[config.mk]
export PLATFORM = sky130hd
export DESIGN_NAME = mfd_top
export DESIGN_NICKNAME = d
export VERILOG_FILES = /design/src/design/mfd_pkg.sv /design/src/design/mfd_if.sv /design/src/design/mfd_top.sv /design/src/design/mfd_mode_dec.sv
export SDC_FILE = /design/constraint.sdc
export NUM_CORES = 1
export LEC_CHECK = 0
export ABC_AREA = 1
export BUFFER_PORTS_ARGS = -buffer_cell sky130_fd_sc_hd__buf_4
export CAP_MARGIN = 15
export CORE_AREA = 5 5 42 44
export DETAILED_ROUTE_END_ITERATION = 6
export DIE_AREA = 0 0 47 49
export GPL_TIMING_DRIVEN = 0
export PLACE_DENSITY_LB_ADDON = 0.2
export REMOVE_ABC_BUFFERS = 1
export SLEW_MARGIN = 5
export SYNTH_ARGS = -nofsm -noshare
export SYNTH_HDL_FRONTEND = slang
export SYNTH_SLANG_ARGS = --single-unit
[constraint.sdc]
create_clock -name i_ref_clk -period 1.9 [get_ports i_ref_clk]
set_clock_uncertainty 0.2 [all_clocks]
set_input_delay 0 -clock i_ref_clk [delete_from_list [all_inputs] [get_ports i_ref_clk]]
set_output_delay 0 -clock i_ref_clk [all_outputs]
set_load 0.02 [all_outputs]
[src/design/mfd_pkg.sv]
// Package for the meter function decoder: codes, widths and selects
package mfd_pkg;
    localparam int MODE_W = 4;
    localparam int RANGE_W = 4;
    localparam int LADDER_W = 3;
    localparam int TENM_W = 2;
    localparam logic [3:0] MODE_DC = 4'h0;
    localparam logic [3:0] MODE_DIODE = 4'h1;
    localparam logic [3:0] MODE_HBW_AC = 4'h3;
    localparam logic [2:0] MODE_OHM_PFX = 3'h4;
    localparam logic [2:0] MODE_CAP_PFX = 3'h5;
    localparam logic [1:0] MODE_DIV_PFX = 2'h0;
    localparam logic [1:0] MODE_LADDER_PFX = 2'h2;
    localparam int MODE_PARALLEL_BIT = 0;
    localparam logic [3:0] RANGE_RESET = 4'h0;
    localparam logic [3:0] MODE_RESET = 4'h0;

    // Ohm supply source encodings driven to the analog mux
    typedef enum logic [2:0] {
        MFD_SRC_HIZ = 3'h0,
        MFD_SRC_AUX5 = 3'h1,
        MFD_SRC_REF = 3'h2,
        MFD_SRC_VDD = 3'h3,
        MFD_SRC_AGND = 3'h4
    } mfd_src_t;

    // Fixed reference generator level set
    typedef enum logic [1:0] {
        MFD_REF_OFF = 2'h0,
        MFD_REF_LOW = 2'h1,
        MFD_REF_HIGH = 2'h2
    } mfd_ref_t;

    typedef struct packed {
        logic [3:0] mode;
        logic [3:0] range;
    } mfd_state_t;
endpackage : mfd_pkg

[src/design/mfd_if.sv]
// Interface carrying the decoded mode flags between the decoder modules
interface mfd_if;
    logic diode_test_flag;
    logic source_enable_flag;
    logic short_test_flag;
    logic charge_timing_mode;
    logic direct_output_enable;
    modport producer(
        output diode_test_flag, source_enable_flag, short_test_flag,
        output charge_timing_mode, direct_output_enable
    );
    modport consumer(
        input diode_test_flag, source_enable_flag, short_test_flag,
        input charge_timing_mode, direct_output_enable
    );
endinterface : mfd_if

[src/design/mfd_top.sv]
// Meter function decoder: mode and range to analog switch controls
module mfd_top
    import mfd_pkg::*;
(
    input wire logic i_ref_clk,
    input wire logic i_reset,
    input wire logic i_clk_en,
    input wire logic [3:0] i_mode,
    input wire logic [3:0] i_range,
    input wire logic i_timebase_divide,
    input wire logic [1:0] i_ohm_source_select,
    input wire logic i_charge_toggle,
    input wire logic i_charge_set_select,
    output logic o_diode_test_flag,
    output logic o_source_enable_flag,
    output logic o_short_test_flag,
    output logic o_charge_timing_mode,
    output logic o_direct_output_enable,
    output logic [2:0] o_sw_1k_field,
    output logic [2:0] o_sw_10k_field,
    output logic [2:0] o_sw_100k_field,
    output logic [2:0] o_sw_1m_field,
    output logic [1:0] o_sw_10m_field,
    output logic o_path_10m_e,
    output logic o_path_10m_f,
    output mfd_pkg::mfd_ref_t o_ref_set,
    output mfd_pkg::mfd_src_t o_ohm_source_out,
    output logic o_charge_level_high,
    output logic o_cmp_pair_second,
    output logic [3:0] o_mode_seen
);
    import mfd_pkg::*;

    mfd_state_t state_q;
    mfd_state_t state_d;
    mfd_if flags();
    logic [2:0] ladder [4];
    logic e_sig;

    // Snapshot of the last programmed fields for host readback only;
    // the decode itself takes the fields with no added latency
    always_comb begin
        state_d = state_q;
        if (i_clk_en) begin
            state_d.mode = i_mode;
            state_d.range = i_range;
        end
    end

    always_ff @(posedge i_ref_clk or posedge i_reset) begin
        if (i_reset) begin
            state_q <= '{mode: MODE_RESET, range: RANGE_RESET};
        end else begin
            state_q <= state_d;
        end
    end

    assign o_mode_seen = state_q.mode;

    mfd_mode_dec u_mode_dec (
        .i_mode(i_mode),
        .o_flags(flags)
    );

    assign o_diode_test_flag = flags.diode_test_flag;
    assign o_source_enable_flag = flags.source_enable_flag;
    assign o_short_test_flag = flags.short_test_flag;
    assign o_charge_timing_mode = flags.charge_timing_mode;
    assign o_direct_output_enable = flags.direct_output_enable;

    assign e_sig = |i_range;
    assign o_path_10m_e = e_sig;
    assign o_path_10m_f = ~e_sig;

    // Range bit a (msb) drives the 1k field, down to d on the 1M field
    for (genvar g = 0; g < 4; g++) begin : g_ladder
        always_comb begin
            if (i_mode[3:2] == MODE_DIV_PFX) begin
                ladder[g] = {1'b0, {2{i_range[3-g]}}};
            end else if (i_mode[3:2] == MODE_LADDER_PFX) begin
                ladder[g] = {3{i_range[3-g]}};
            end else begin
                ladder[g] = 3'h0;
            end
        end
    end

    assign o_sw_1k_field = ladder[0];
    assign o_sw_10k_field = ladder[1];
    assign o_sw_100k_field = ladder[2];
    assign o_sw_1m_field = ladder[3];

    always_comb begin
        if (i_mode[3:2] == MODE_DIV_PFX) begin
            o_sw_10m_field = {1'b0, e_sig};
        end else if (i_mode[3:2] == MODE_LADDER_PFX) begin
            if (i_mode[MODE_PARALLEL_BIT]) begin
                o_sw_10m_field = {~e_sig, ~e_sig};
            end else begin
                o_sw_10m_field = {~e_sig, 1'b1};
            end
        end else begin
            o_sw_10m_field = 2'h0;
        end
    end

    always_comb begin
        if (!flags.source_enable_flag) begin
            o_ref_set = MFD_REF_OFF;
        end else if (i_timebase_divide) begin
            o_ref_set = MFD_REF_HIGH;
        end else begin
            o_ref_set = MFD_REF_LOW;
        end
    end

    // Charge level tracks the active reference set in capacitance mode
    assign o_charge_level_high = flags.charge_timing_mode
        & i_timebase_divide;
    assign o_cmp_pair_second = flags.charge_timing_mode
        & i_charge_set_select;

    always_comb begin
        if (flags.charge_timing_mode) begin
            o_ohm_source_out = i_charge_toggle ? MFD_SRC_AGND
                : MFD_SRC_REF;
        end else begin
            case (i_ohm_source_select)
                2'h0: o_ohm_source_out = MFD_SRC_HIZ;
                2'h1: o_ohm_source_out = MFD_SRC_AUX5;
                2'h2: o_ohm_source_out = MFD_SRC_REF;
                2'h3: o_ohm_source_out = MFD_SRC_VDD;
                default: o_ohm_source_out = MFD_SRC_HIZ;
            endcase
        end
    end

    a_unlisted_clear: assert property (@(posedge i_ref_clk)
        disable iff (i_reset)
        (i_mode == 4'h2 || i_mode[3:2] == 2'h1 || i_mode[3:2] == 2'h3)
        |-> !(o_diode_test_flag | o_source_enable_flag | o_short_test_flag
        | o_charge_timing_mode | o_direct_output_enable))
        else $error("unlisted mode left a flag set");
    a_ohm_flags: assert property (@(posedge i_ref_clk)
        disable iff (i_reset)
        (i_mode[3:1] == 3'h4) |-> (o_short_test_flag && o_source_enable_flag
        && !o_charge_timing_mode))
        else $error("resistor mode flags wrong");
    a_ladder_div: assert property (@(posedge i_ref_clk)
        disable iff (i_reset)
        (i_mode[3:2] == 2'h0) |-> (o_sw_1k_field == {1'b0, {2{i_range[3]}}}
        && o_sw_1m_field == {1'b0, {2{i_range[0]}}}))
        else $error("divider ladder field wrong");
    a_tenm_split: assert property (@(posedge i_ref_clk)
        disable iff (i_reset)
        o_path_10m_e == (i_range != 4'h0) && o_path_10m_f != o_path_10m_e)
        else $error("ten meg path wrong");
    a_ladder_ref: assert property (@(posedge i_ref_clk)
        disable iff (i_reset)
        (i_mode[3:2] == 2'h2 && !i_mode[0]) |-> (o_sw_10m_field[0]
        && o_sw_10k_field == {3{i_range[2]}}))
        else $error("reference ladder field wrong");
    a_ref_off: assert property (@(posedge i_ref_clk)
        disable iff (i_reset)
        (o_ref_set == MFD_REF_OFF) == !o_source_enable_flag)
        else $error("reference gating wrong");
    a_ohm_select: assert property (@(posedge i_ref_clk)
        disable iff (i_reset)
        (!o_charge_timing_mode && i_ohm_source_select == 2'h1)
        |-> o_ohm_source_out == MFD_SRC_AUX5)
        else $error("ohm select wrong");
    a_charge_src: assert property (@(posedge i_ref_clk)
        disable iff (i_reset)
        o_charge_timing_mode |-> o_ohm_source_out
        == (i_charge_toggle ? MFD_SRC_AGND : MFD_SRC_REF))
        else $error("charge source wrong");
    a_charge_pair: assert property (@(posedge i_ref_clk)
        disable iff (i_reset)
        o_cmp_pair_second |-> (i_charge_set_select && i_mode[3:1] == 3'h5))
        else $error("comparator pair wrong");
    a_dc_clear: assert property (@(posedge i_ref_clk)
        disable iff (i_reset)
        (i_mode == 4'h0) |-> !(o_diode_test_flag | o_source_enable_flag
        | o_short_test_flag | o_charge_timing_mode | o_direct_output_enable))
        else $error("dc mode left a flag set");
    a_diode_only: assert property (@(posedge i_ref_clk)
        disable iff (i_reset)
        (i_mode == 4'h1) |-> (o_diode_test_flag && !o_source_enable_flag
        && !o_direct_output_enable && !o_short_test_flag))
        else $error("diode mode flags wrong");
    a_wideband_flags: assert property (@(posedge i_ref_clk)
        disable iff (i_reset)
        (i_mode == 4'h3) |-> (o_direct_output_enable && o_source_enable_flag
        && !o_diode_test_flag && !o_short_test_flag))
        else $error("wideband mode flags wrong");
    a_cap_flags: assert property (@(posedge i_ref_clk)
        disable iff (i_reset)
        (i_mode[3:1] == 3'h5) |-> (o_charge_timing_mode
        && o_source_enable_flag && !o_short_test_flag
        && !o_direct_output_enable))
        else $error("capacitance mode flags wrong");
    a_ladder_mid: assert property (@(posedge i_ref_clk)
        disable iff (i_reset)
        (i_mode[3:2] == 2'h0) |-> (o_sw_10k_field == {1'b0, {2{i_range[2]}}}
        && o_sw_100k_field == {1'b0, {2{i_range[1]}}}
        && o_sw_10m_field == {1'b0, |i_range}))
        else $error("divider mid fields wrong");
    a_ladder_par: assert property (@(posedge i_ref_clk)
        disable iff (i_reset)
        (i_mode[3:2] == 2'h2 && i_mode[0]) |-> (o_sw_10m_field
        == {2{~|i_range}} && o_sw_1k_field == {3{i_range[3]}}
        && o_sw_1m_field == {3{i_range[0]}}))
        else $error("parallel ladder field wrong");
    a_ref_level: assert property (@(posedge i_ref_clk)
        disable iff (i_reset)
        o_source_enable_flag |-> o_ref_set
        == (i_timebase_divide ? MFD_REF_HIGH : MFD_REF_LOW))
        else $error("reference set choice wrong");
    a_ohm_fixed: assert property (@(posedge i_ref_clk)
        disable iff (i_reset)
        (!o_charge_timing_mode && i_ohm_source_select != 2'h1)
        |-> o_ohm_source_out == (i_ohm_source_select == 2'h0 ? MFD_SRC_HIZ
        : i_ohm_source_select == 2'h2 ? MFD_SRC_REF : MFD_SRC_VDD))
        else $error("ohm fixed source wrong");
    a_charge_level: assert property (@(posedge i_ref_clk)
        disable iff (i_reset)
        o_charge_timing_mode |-> o_charge_level_high == i_timebase_divide)
        else $error("charge level choice wrong");
    a_pair_follow: assert property (@(posedge i_ref_clk)
        disable iff (i_reset)
        o_charge_timing_mode |-> o_cmp_pair_second == i_charge_set_select)
        else $error("comparator pair choice wrong");
endmodule // mfd_top

[src/design/mfd_mode_dec.sv]
// Mode field decoder producing the five mode flags
module mfd_mode_dec
    import mfd_pkg::*;
(
    input wire logic [3:0] i_mode,
    mfd_if.producer o_flags
);
    always_comb begin
        o_flags.diode_test_flag = 1'b0;
        o_flags.source_enable_flag = 1'b0;
        o_flags.short_test_flag = 1'b0;
        o_flags.charge_timing_mode = 1'b0;
        o_flags.direct_output_enable = 1'b0;
        // Unlisted codes fall through with every flag clear
        if (i_mode == MODE_DIODE) begin
            o_flags.diode_test_flag = 1'b1;
        end else if (i_mode == MODE_HBW_AC) begin
            o_flags.source_enable_flag = 1'b1;
            o_flags.direct_output_enable = 1'b1;
        end else if (i_mode[3:1] == MODE_OHM_PFX) begin
            o_flags.source_enable_flag = 1'b1;
            o_flags.short_test_flag = 1'b1;
        end else if (i_mode[3:1] == MODE_CAP_PFX) begin
            o_flags.source_enable_flag = 1'b1;
            o_flags.charge_timing_mode = 1'b1;
        end
    end
endmodule // mfd_mode_dec

==> qor.csv <==
stage,metric,value,unit
run_status,outcome,"complete, no violations",
synth,library cells used by synthesis,15,
sta,fmax,675,MHz
sta,headroom to the max-slew limit,88.1,%
clocking,H-tree depth,1,
detailed_routing,DRT iter0 DRCs,6,
critical_path,slowest CP cell,dlygate4sd3_1,
floorplanning,Die Footprint,2300,µm²
final_layout,area delta synth->final,112,%
global_route,pin count of the biggest net entering global routing,10,
critical_path,reg2reg start,o_mode_seen[3]$_DFFE_PP0P_,
global_route,GR Util All Layers,11.7,%
clocking,clk root buf,clkbuf_4,
clocking,CTS tree,done,
pwr,PwrDens,479,nW/µm²
min_path,HP Class,input pin to async pin,
detailed_routing,DR vias,532,
place,hpwl dp,1.13,mm
pwr,Peak VDD IR,0.000319,V
critical_path,Worst R2R Path Depth,3,
clocking,CTS resizes,0,
critical_path,Crit. End Element,flop,
critical_path,most frequent CP cell,dlygate4sd3_1,
synth,Post-Synthesis Cells,65,
detailed_routing,final WL,1.32,mm
critical_path,Required @ worst endpoint,1.81,ns
pwr,Lkg Pwr,0.000494,µW
global_route,initial antenna violation count,0,
synth,"Primary FF master, synth",dfrtp_1,
detailed_routing,Routed Antenna Nets,0,
floorplanning,die width,47,µm
clocking,CTS sink cnt,4,
sta,Setup-failing EPs final,0,
final_layout,Final Non-Filler Cells,132,
critical_path,Worst Setup Start Kind,input pin,
synth,yosys warns,0,
synth,ys async rst share,100,%
place,Placed Cells incl. Taps,123,
detailed_routing,vias per inst,4.03,
floorplanning,Initial Util,26.9,%
place,port bufs,47,
critical_path,critical path cell sequence,"dlygate4sd3_1, buf_4, nor2_1, a21oi_1, dlygate4sd3_1",
sta,Tightest Pin Transition,0.178,ns
clocking,Clock Path Buffers,2,
final_layout,fin nets,134,
final_layout,share of post-route cells with drive strength above 1,50.9,%
detailed_routing,DRT Pass-1 Iters,2,
critical_path,CP max FO,7,
global_route,first-pass GRT wire length,2.04,mm
clocking,CTS Buf Count,3,
sta,Final Hold Viols,0,
detailed_routing,# DRC,0,
job,max cap viols,0,
place,routability cong.,0.676,
sta,TNS Setup,0,ns
critical_path,crit path DAT,1.39,ns
clocking,latest clock arrival within the worst-skew pair,0.23,ns
detailed_routing,WL/cell,10.0,µm
synth,sequential share of the synthesized area,26.6,%
critical_path,Crit Path Class,input pin to flop,
sta,Pins Over Slew Limit,0,
critical_path,R2R Path End,o_mode_seen[3]$_DFFE_PP0P_,
global_route,GR Overflow Total,0,
critical_path,"Buf+Inv Stages, Crit Path",3,
clocking,Clock transition at path regs,0.04,ns
final_layout,Ant. Diodes,0,
floorplanning,io pins,48,
critical_path,R2R setup slack,0.52,ns
floorplanning,Die Span Y,49,µm
sta,Final Cycle Share,78.0,%
sta,Tmin final,1.48,ns
sta,RSZ-0062 raised after global routing,false,
critical_path,crit-path leading delay family,buffers and inverters,
global_route,vias in the first global route,488,
synth,number of synthesized register bits,4,
synth,mapped cell area,377,µm²
critical_path,CP peak stage delay,0.56,ns
floorplanning,row count,14,
floorplanning,Core ar.,1400,µm²
synth,Mean Syn Cell Area,5.79,µm²
synth,Post-synth EDFFs,0,
final_layout,Largest register FFs,4,
-- routing by layer --
metal | routed length (µm) | part of all wire (%) | vias up | GRT usage (%)
met5 | 0 | 0 | - | 0
met3 | 95 | 7.2 | 0 | 2.95
li1 | - | - | 290 | -
met1 | 504 | 38 | 228 | 14.9
met2 | 723 | 55 | 14 | 18.6
met4 | 0 | 0 | 0 | 4.15
-- cell type report --
| class | count | area (µm²) |
|---|---|---|
| clock buffer | 3 | 22.5 |
| fill | 146 | 604 |
| inverter | 18 | 67.6 |
| multi-input combinational | 38 | 174 |
| sequential | 4 | 100 |
| tap | 16 | 20.0 |
| timing repair buffer | 53 | 413 |
-- worst reg2reg max path, cell delays in order, from the launching register on --
cell           delay [ns]
dfrtp_1              0.37
nor2_1               0.09
a21oi_1              0.05
dlygate4sd3_1        0.56
-- repair_timing --
item | CTS | global route
buffers inserted | 0 | 0
hold buffers | 6 | 0
endpoints found under the hold margin | 8 | 0
-- Yosys cell counts (2+ instances only) --
library cell / count / share of area, %
a21oi_1: 3 / 4.0
nor2_1: 20 / 20
dfrtp_1: 4 / 27
inv_2: 5 / 5.0
nand3_1: 2 / 2.7
inv_1: 13 / 13
nor3_1: 2 / 2.7
buf_4: 4 / 8.0
nand2_1: 6 / 6.0
-- layout by cell type, fill, tap and decap left out, drive strengths merged --
| master | synthesis | layout |
|---|---|---|
| o21ai | 1 | 1 |
| dlygate4sd3 | 0 | 6 |
| nand2 | 6 | 6 |
| dfrtp | 4 | 4 |
| a21oi | 4 | 4 |
| nor2 | 21 | 21 |
| mux2 | 1 | 1 |
| buf | 5 | 47 |
| nand3 | 3 | 3 |
| clkbuf | 0 | 3 |
| inv | 18 | 18 |
| nor3 | 2 | 2 |
-- how the worst max path moves through the flow --
stage,start,end,cells after the start
after floorplan,o_mode_seen[1]$_DFFE_PP0P_,o_mode_seen[1]$_DFFE_PP0P_,1
after global placement,o_mode_seen[1]$_DFFE_PP0P_,o_mode_seen[1]$_DFFE_PP0P_,1
after detailed placement,o_mode_seen[1]$_DFFE_PP0P_,o_mode_seen[1]$_DFFE_PP0P_,1
after CTS,i_clk_en,o_mode_seen[3]$_DFFE_PP0P_,5
after global routing,i_clk_en,o_mode_seen[3]$_DFFE_PP0P_,5
final,i_clk_en,o_mode_seen[3]$_DFFE_PP0P_,5
-- kinds of logic (layout without fill, tap and decap cells) --
| logic type | Yosys count | count (layout) | synth area share (%) |
|---|---|---|---|
| AO/OA/AOI/OAI | 5 | 5 | 7.64 |
| buffers and inverters | 23 | 74 | 27.2 |
| flip-flops | 4 | 4 | 26.6 |
| multiplexers | 1 | 1 | 2.99 |
| AND/OR/NAND/NOR | 32 | 32 | 35.5 |
-- where the power goes --
part           switching (µW)  internal [µW]
combinational            97.3           84.9
clock                    31.8           70.5
sequential               4.11           93.6
total                     133            249
-- per-stage QoR --
stage / worst slack, ns / util, % / total power, µW / instance area, µm² / hold slack (ns)
after floorplan: 0.874 / - / 180 / 342 / -0.434
after global placement: 0.970 / 51.0 / 270 / 714 / -0.307
after detailed placement: 0.968 / 51.0 / 271 / 714 / -0.306
after global routing: 0.342 / 56.9 / 412 / 797 / 0.00823
after CTS: 0.444 / 56.9 / 390 / 797 / 0.00105
final: 0.419 / 56.9 / 382 / 797 / 0.00438
Note: power is estimated with default switching activity, not from simulation.
